[config.mk]
export PLATFORM = sky130hd
export DESIGN_NAME = sync_sram_select_write_sleep
export DESIGN_NICKNAME = d
export VERILOG_FILES = /design/src/rtl/sram_slice_pkg.sv /design/src/rtl/sram_cmd_if.sv /design/src/rtl/sram_cmd_decode.sv /design/src/rtl/sync_sram_select_write_sleep.sv
export VERILOG_INCLUDE_DIRS = /design/src /design/src/rtl
export SDC_FILE = /design/constraint.sdc
export NUM_CORES = 1
export LEC_CHECK = 0
export BUFFER_PORTS_ARGS = -buffer_cell sky130_fd_sc_hd__buf_2
export CORE_MARGIN = 3
export CORE_UTILIZATION = 30
export CTS_CLUSTER_DIAMETER = 150
export DETAILED_ROUTE_END_ITERATION = 8
export PLACE_DENSITY_LB_ADDON = 0.2
export REMOVE_ABC_BUFFERS = 1
export SLEW_MARGIN = 25
export SYNTH_ARGS = -nofsm -noshare
export SYNTH_HDL_FRONTEND = slang
export SYNTH_SLANG_ARGS = --single-unit
[constraint.sdc]
create_clock -name sys_clk -period 2.4 [get_ports sys_clk]
set_clock_uncertainty 0.1 [all_clocks]
set_input_delay 0.24 -clock sys_clk [delete_from_list [all_inputs] [get_ports sys_clk]]
set_output_delay 0.24 -clock sys_clk [all_outputs]
set_load 0.005 [all_outputs]
[src/rtl/sram_slice_map.svh]
`ifndef SRAM_SLICE_MAP_SVH
`define SRAM_SLICE_MAP_SVH
// power-up wait before the first access, in microseconds
`define PWR_WAIT_US 1000
// clock rate in MHz
`define CLK_MHZ 10
// power-up wait in cycles (least time, rounds up)
`define PWR_WAIT_CYC ((`PWR_WAIT_US * `CLK_MHZ))
// bits in one byte lane of the data bus
`define LANE_W 9
`endif

[src/rtl/sram_slice_pkg.sv]
package sram_slice_pkg;
	// access decoded from the strobes and enables
	typedef enum logic [1:0] {ACC_NONE, ACC_READ, ACC_WRITE} acc_t;
endpackage

[src/rtl/sram_cmd_if.sv]
`timescale 1ns/1ps
interface sram_cmd_if #(parameter int LANES = 4);
	logic selected;
	logic start;
	logic full_write;
	logic lane_write;
	modport dec (output selected, output start, output full_write, output lane_write);
	modport core (input selected, input start, input full_write, input lane_write);
endinterface

[src/rtl/sram_cmd_decode.sv]
`timescale 1ns/1ps
module sram_cmd_decode #(
	parameter int LANES = 4
) (
	// chip selects
	input wire logic chip_sel_primary_n,
	input wire logic chip_sel_second_hi,
	input wire logic chip_sel_third_n,
	// strobes
	input wire logic proc_addr_strobe_n,
	input wire logic ctrl_addr_strobe_n,
	// write enables
	input wire logic global_write_n,
	input wire logic byte_write_gate_n,
	input wire logic [LANES-1:0] byte_lane_write_n,
	// decoded command
	sram_cmd_if.dec cmd
);
	// selection needs all three enables at their active level
	always_comb
	begin
		cmd.selected = !chip_sel_primary_n && chip_sel_second_hi && !chip_sel_third_n;
		cmd.start = !proc_addr_strobe_n || !ctrl_addr_strobe_n;
		// full width: global write, or gate with every lane low
		cmd.full_write = !global_write_n ||
			(!byte_write_gate_n && (byte_lane_write_n == '0));
		// partial write only through the gate
		cmd.lane_write = !byte_write_gate_n && (byte_lane_write_n != '1);
	end
endmodule

[src/rtl/sync_sram_select_write_sleep.sv]
`timescale 1ns/1ps
`include "sram_slice_map.svh"
// How it works
// - selected only when primary low, second high, third low
// - full write on global low, or gate and lanes low
// - data stays high impedance after writes until new read
// - data lines high impedance when leaving sleep
// - sleep holds contents unchanged, low power
module sync_sram_select_write_sleep #(
	parameter int LANES = 4,
	parameter int DEPTH = 16,
	parameter int AW = 4,
	parameter int PWR_WAIT = `PWR_WAIT_CYC
) (
	// clock and reset
	input wire logic sys_clk,
	input wire logic rst_n,
	// chip selects
	input wire logic chip_sel_primary_n,
	input wire logic chip_sel_second_hi,
	input wire logic chip_sel_third_n,
	// strobes and write enables
	input wire logic proc_addr_strobe_n,
	input wire logic ctrl_addr_strobe_n,
	input wire logic global_write_n,
	input wire logic byte_write_gate_n,
	input wire logic [LANES-1:0] byte_lane_write_n,
	// address and sleep
	input wire logic [AW-1:0] addr,
	input wire logic sleep_request,
	// data pins, three signals
	input wire logic [LANES*`LANE_W-1:0] dq_in,
	output logic [LANES*`LANE_W-1:0] dq_out,
	output logic dq_oe,
	// status
	output logic sleeping,
	output logic ready
);
	localparam int W = LANES*`LANE_W;
	sram_cmd_if #(.LANES(LANES)) cmd ();
	sram_cmd_decode #(.LANES(LANES)) u_dec (
		.chip_sel_primary_n(chip_sel_primary_n),
		.chip_sel_second_hi(chip_sel_second_hi),
		.chip_sel_third_n(chip_sel_third_n),
		.proc_addr_strobe_n(proc_addr_strobe_n),
		.ctrl_addr_strobe_n(ctrl_addr_strobe_n),
		.global_write_n(global_write_n),
		.byte_write_gate_n(byte_write_gate_n),
		.byte_lane_write_n(byte_lane_write_n),
		.cmd(cmd)
	);
	////////////////////////////////////////////////////////////////
	// storage, no reset on purpose: contents survive everything
	logic [W-1:0] mem [DEPTH];
	// read data and its drive enable, both held in flops for the pins
	logic [W-1:0] dq_out_r, dq_out_nxt;
	logic dq_oe_r, dq_oe_nxt; // high while the data pins are driven
	// sleep copy; its extra cycle also refuses the waking edge
	logic sleep_r, sleep_nxt;
	// power-up counter, advisory only: nothing here refuses early access
	logic [31:0] pwr_cnt_r, pwr_cnt_nxt;
	logic ready_r, ready_nxt; // stays high once the wait has elapsed
	// what the current edge does
	sram_slice_pkg::acc_t acc;
	// access kind; sleep blocks everything so contents stay put
	always_comb
	begin
		acc = sram_slice_pkg::ACC_NONE;
		// the waking edge is refused too, so the bus leaves sleep floating
		if (!sleep_request && !sleep_r && cmd.selected && cmd.start)
		begin
			if (cmd.full_write || cmd.lane_write)
				acc = sram_slice_pkg::ACC_WRITE;
			else
				acc = sram_slice_pkg::ACC_READ;
		end
	end
	// write port, per lane
	always_ff @(posedge sys_clk)
	begin
		if (acc == sram_slice_pkg::ACC_WRITE)
		begin
			for (int l = 0; l < LANES; l++)
				if (cmd.full_write || !byte_lane_write_n[l])
					mem[addr][l*`LANE_W +: `LANE_W] <= dq_in[l*`LANE_W +: `LANE_W];
		end
	end
	////////////////////////////////////////////////////////////////
	// output driver and sleep state next values
	always_comb
	begin
		dq_out_nxt = dq_out_r;
		dq_oe_nxt = dq_oe_r;
		sleep_nxt = sleep_request;
		pwr_cnt_nxt = pwr_cnt_r;
		ready_nxt = ready_r;
		if (pwr_cnt_r < PWR_WAIT)
			pwr_cnt_nxt = pwr_cnt_r + 32'h1;
		else
			ready_nxt = 1'b1;
		if (sleep_request || sleep_r)
			dq_oe_nxt = 1'b0;
		else if (acc == sram_slice_pkg::ACC_READ)
		begin
			dq_oe_nxt = 1'b1;
			dq_out_nxt = mem[addr];
		end
		else if (acc == sram_slice_pkg::ACC_WRITE || !cmd.selected)
			dq_oe_nxt = 1'b0;
	end
	// registers only
	always_ff @(posedge sys_clk or negedge rst_n)
	begin
		if (!rst_n)
		begin
			dq_out_r <= '0;
			dq_oe_r <= 1'b0;
			sleep_r <= 1'b0;
			pwr_cnt_r <= 32'h0;
			ready_r <= 1'b0;
		end
		else
		begin
			dq_out_r <= dq_out_nxt;
			dq_oe_r <= dq_oe_nxt;
			sleep_r <= sleep_nxt;
			pwr_cnt_r <= pwr_cnt_nxt;
			ready_r <= ready_nxt;
		end
	end
	assign dq_out = dq_out_r;
	assign dq_oe = dq_oe_r;
	assign sleeping = sleep_r;
	assign ready = ready_r;
	////////////////////////////////////////////////////////////////
	// checks
	property p_wr_hiz;
		@(posedge sys_clk) disable iff (!rst_n)
		(acc == sram_slice_pkg::ACC_WRITE) |=> !dq_oe;
	endproperty
	a_wr_hiz: assert property (p_wr_hiz) else $error("bus driven after write");
	property p_hold_hiz;
		@(posedge sys_clk) disable iff (!rst_n)
		(!dq_oe && acc != sram_slice_pkg::ACC_READ) |=> !dq_oe;
	endproperty
	a_hold_hiz: assert property (p_hold_hiz) else $error("bus driven without read");
	property p_sleep_hiz;
		@(posedge sys_clk) disable iff (!rst_n)
		sleep_request |=> !dq_oe && sleeping;
	endproperty
	a_sleep_hiz: assert property (p_sleep_hiz) else $error("bus driven in sleep");
	property p_exit_hiz;
		@(posedge sys_clk) disable iff (!rst_n)
		$fell(sleeping) |-> !dq_oe;
	endproperty
	a_exit_hiz: assert property (p_exit_hiz) else $error("bus driven leaving sleep");
	property p_sel;
		@(posedge sys_clk) disable iff (!rst_n)
		cmd.selected == (!chip_sel_primary_n && chip_sel_second_hi && !chip_sel_third_n);
	endproperty
	a_sel: assert property (p_sel) else $error("select decode wrong");
	property p_full;
		@(posedge sys_clk) disable iff (!rst_n)
		(global_write_n && byte_write_gate_n) |-> !cmd.full_write;
	endproperty
	a_full: assert property (p_full) else $error("full write without enable");
	property p_sleep_noacc;
		@(posedge sys_clk) disable iff (!rst_n)
		sleep_request |-> acc == sram_slice_pkg::ACC_NONE;
	endproperty
	a_sleep_noacc: assert property (p_sleep_noacc) else $error("access during sleep");
	property p_read_drive;
		@(posedge sys_clk) disable iff (!rst_n)
		(acc == sram_slice_pkg::ACC_READ) |=> dq_oe;
	endproperty
	a_read_drive: assert property (p_read_drive) else $error("read not driven");
	// no access may be taken on the waking edge either
	property p_wake_noacc;
		@(posedge sys_clk) disable iff (!rst_n)
		sleeping |-> acc == sram_slice_pkg::ACC_NONE;
	endproperty
	a_wake_noacc: assert property (p_wake_noacc) else $error("access on wake");
	// the bus stays floating for the whole sleep
	property p_sleep_float;
		@(posedge sys_clk) disable iff (!rst_n)
		sleeping |-> !dq_oe;
	endproperty
	a_sleep_float: assert property (p_sleep_float) else $error("driven asleep");
	// a deselected edge floats the bus, whatever the strobes do
	property p_desel_hiz;
		@(posedge sys_clk) disable iff (!rst_n)
		!cmd.selected |=> !dq_oe;
	endproperty
	a_desel_hiz: assert property (p_desel_hiz) else $error("driven deselected");
	// nothing is taken unless the part is selected
	property p_acc_sel;
		@(posedge sys_clk) disable iff (!rst_n)
		(acc != sram_slice_pkg::ACC_NONE) |-> cmd.selected;
	endproperty
	a_acc_sel: assert property (p_acc_sel) else $error("access deselected");
	// global write alone makes a full-width write
	property p_gw_full;
		@(posedge sys_clk) disable iff (!rst_n)
		!global_write_n |-> cmd.full_write;
	endproperty
	a_gw_full: assert property (p_gw_full) else $error("global write not full");
	// gate with every lane low is full width as well
	property p_gate_full;
		@(posedge sys_clk) disable iff (!rst_n)
		(!byte_write_gate_n && byte_lane_write_n == '0) |-> cmd.full_write;
	endproperty
	a_gate_full: assert property (p_gate_full) else $error("lane write not full");
	// lanes alone never write while the gate is off
	property p_gate_off;
		@(posedge sys_clk) disable iff (!rst_n)
		byte_write_gate_n |-> !cmd.lane_write;
	endproperty
	a_gate_off: assert property (p_gate_off) else $error("lane write without gate");
	// the power-up flag never falls back once raised
	property p_ready_keep;
		@(posedge sys_clk) disable iff (!rst_n)
		ready |=> ready;
	endproperty
	a_ready_keep: assert property (p_ready_keep) else $error("ready fell");
endmodule

==> qor.txt <==
Setup TNS -> 0 ns
top-count cell post-synth -> edfxtp_1
Area growth syn-to-layout -> 23.8%
clk sinks -> 647
Slew Viols, Final -> 0
CTS tree -> yes
kind of start point of the critical path -> flip-flop
Worst Hold Class -> in2async
Routed Antenna Nets -> 0
gr ovfl total -> 0
htree depth -> 3
synth warn -> 0
Synth Cell Area -> 24400 um2
WS Path Type -> reg2reg
row cnt -> 103
DR pass1 iterations -> 5
Clock Latency Late Sink -> 0.61 ns
Area contributors post-synth -> edfxtp_1, mux4_2, dfrtp_1
slew of the pin with the lowest slew margin -> 0.548 ns
CTS Buffer Depth -> 3
Worst R2R End -> pwr_cnt_r[11]
port bufs -> 92
register area share after synthesis -> 78.3%
Fmax -> 0.434 GHz
post-layout minimum cycle time -> 2.31 ns
chip width -> 291 um
synth cell count leaders -> edfxtp_1, mux4_2, dfrtp_1
DRT iter0 DRCs -> 814
DR WL/cell -> 23.3 um
Leak -> 10.1 nW
Initial Util -> 30.5%
CTS buffer count -> 73
core area -> 79800 um2
Final Hold Fails -> 0
crit path max fanout -> 6
nets -> 1464
syn_area_per_cell -> 20.9 um2
clk root buf -> clkbuf_16
cell count after synthesis -> 1166
Power Density -> 822 nW/um2
Worst Path Buf+Inv -> 1
synthesized flop and latch total -> 647
Yosys cell types -> 32
Final setup viols -> 0
worst reg-to-reg setup slack -> 0.09 ns
post-synth top area cell -> edfxtp_1
share of cells above drive strength 1 -> 31.9%
endpoint type of the worst setup path -> flip-flop
Top delay family on crit path -> compound AO/OA/AOI/OAI gates
Post-synth EDFFs -> 576
vias per cell -> 4.75
Total Die Area -> 84700 um2
Resized cells post-CTS -> 0
ys async rst share -> 11.0%
worst vdd ir -> 0.478 mV
Ant. Diodes -> 0
dominant register cell in the synthesized netlist -> edfxtp_1
HPWL Detailed -> 36000 um
post-layout util -> 37.8%
crit share post-route -> 96.1%
initial antenna violation count -> 3
outcome -> complete, no violations
IO Pins -> 93
Synth top area share -> 71.0%
drt total wl -> 58600 um
vias in the first global route -> 12879
Slew HR -> 63.4%
Max-Cap Viols -> 0
Placer Congestion -> 0.732
worst flop-to-flop path startpoint -> pwr_cnt_r[7]
GRT Total Usage -> 14.0%
FF-to-FF path depth -> 6
Crit path largest cell delay -> 0.51 ns
largest net degree at the start of global routing -> 73
Die H -> 291 um
Crit-path slowest cell -> or4_1
vias after detailed routing -> 11973
crit-path cells -> or4_1 -> a41o_1 -> a311oi_4 -> buf_4 -> nand4_1 -> xnor2_1
WP data required -> 2.78 ns
clock slew at reported path FFs -> 0.06 ns
first-pass GRT wire length -> 87800 um
unrepaired setup endpoints after global routing -> false
Residual DRC -> 0
WP data arrival -> 2.68 ns
==> worst max path at each step <==
| stage | start | to | slack, ns | cells after the start |
|---|---|---|---|---|
| after global routing | pwr_cnt_r[7] | pwr_cnt_r[11] | 0.006 | 6 |
| after detailed placement | addr[0] | dq_out[10] | 0.02 | 6 |
| after CTS | pwr_cnt_r[7] | pwr_cnt_r[11] | 0.09 | 6 |
| after global placement | addr[0] | dq_out[9] | 0.04 | 7 |
| final | pwr_cnt_r[7] | pwr_cnt_r[11] | 0.09 | 6 |
| after floorplan | addr[3] | mem[7][0] | -0.46 | 3 |
==> final cells by class <==
cell class | instances | area, um2
sequential | 647 | 19100
clock buffer | 91 | 1930
fill | 7254 | 49600
tap | 1050 | 1310
multi-input combinational | 437 | 4990
timing repair buffer | 249 | 2320
inverter | 1 | 3.75
clock inverter | 43 | 524
==> worst register-to-register path, delay by kind of cell (launching register included) <==
| family | cells | cell delay [ns] |
|---|---|---|
| AOI/OAI and AO/OA | 2 | 0.70 |
| and+or+nand+nor | 2 | 0.63 |
| DFF | 1 | 0.40 |
| buffers and inverters | 1 | 0.21 |
| xor gates and xnor gates | 1 | 0.15 |
==> state kept, by name, summed over array words and instances, names as in the netlist <==
name and flops:
mem 576, pwr_cnt_r 32, dq_out 36, sleeping 1
dq_oe 1, ready 1
==> layer usage <==
layer	global-route usage [%]	share of wire [%]	vias to the layer above
met5	0	0.022	-
met4	3.44	2.0	2
met3	2.69	4.0	86
met2	23.4	50	215
met1	18.9	44	6368
li1	-	-	5302
==> cell families (layout without fill, tap and decap cells) <==
logic type	Yosys count	in the layout	share of synthesized area, %
buffers and inverters	82	384	1.37
adders and majority gates	1	1	0.0514
muxes	145	145	13.4
AOI/OAI and AO/OA	114	114	3.62
DFF	647	647	78.3
xor gates and xnor gates	12	12	0.431
and+or+nand+nor	165	165	2.88
==> layout by cell type, fill, tap and decap left out, drive strengths merged <==
cell type      n
bufinv        10
nor2          67
a41o           2
clkbuf        91
ha             1
nor2b          5
dfrtp         71
nand2b         2
nand3         11
dlygate4sd3   41
a41oi          1
nand4          4
and3           5
clkinvlp       2
a311oi         1
and3b          1
xnor2         11
and2           1
nor4           5
inv            3
xor2           1
mux2           1
a21boi         1
and4           1
or4            1
mux4         144
edfxtp       576
clkinv        29
a221oi        36
buf          208
a22o          36
o21ai         36
a211oi         1
nand2         62
==> through the flow <==
step	instance area (um2)	power [mW]	std cells	setup WS, ns	hold WS [ns]
after floorplan	24000	13.0	1085	-0.464	-0.156
after CTS	30200	25.2	2518	0.0919	0.0454
after detailed placement	27300	13.7	2343	0.0156	0.146
final	30200	24.8	2518	0.0947	0.0504
after global routing	30200	25.7	2518	0.00600	0.0777
after global placement	27300	13.7	2343	0.0411	0.143
==> report_power, final <==
part | switching, mW | internal [mW]
clock | 4.49 | 6.84
combinational | 0.606 | 0.494
sequential | 0.0414 | 12.3
==> repair_timing <==
item / 4_1_cts / 5_1_grt
hold endpoints to repair: 649 / 0
buffers inserted: 0 / 0
hold buffers: 41 / 0
Note: power is estimated with default switching activity, not from simulation.
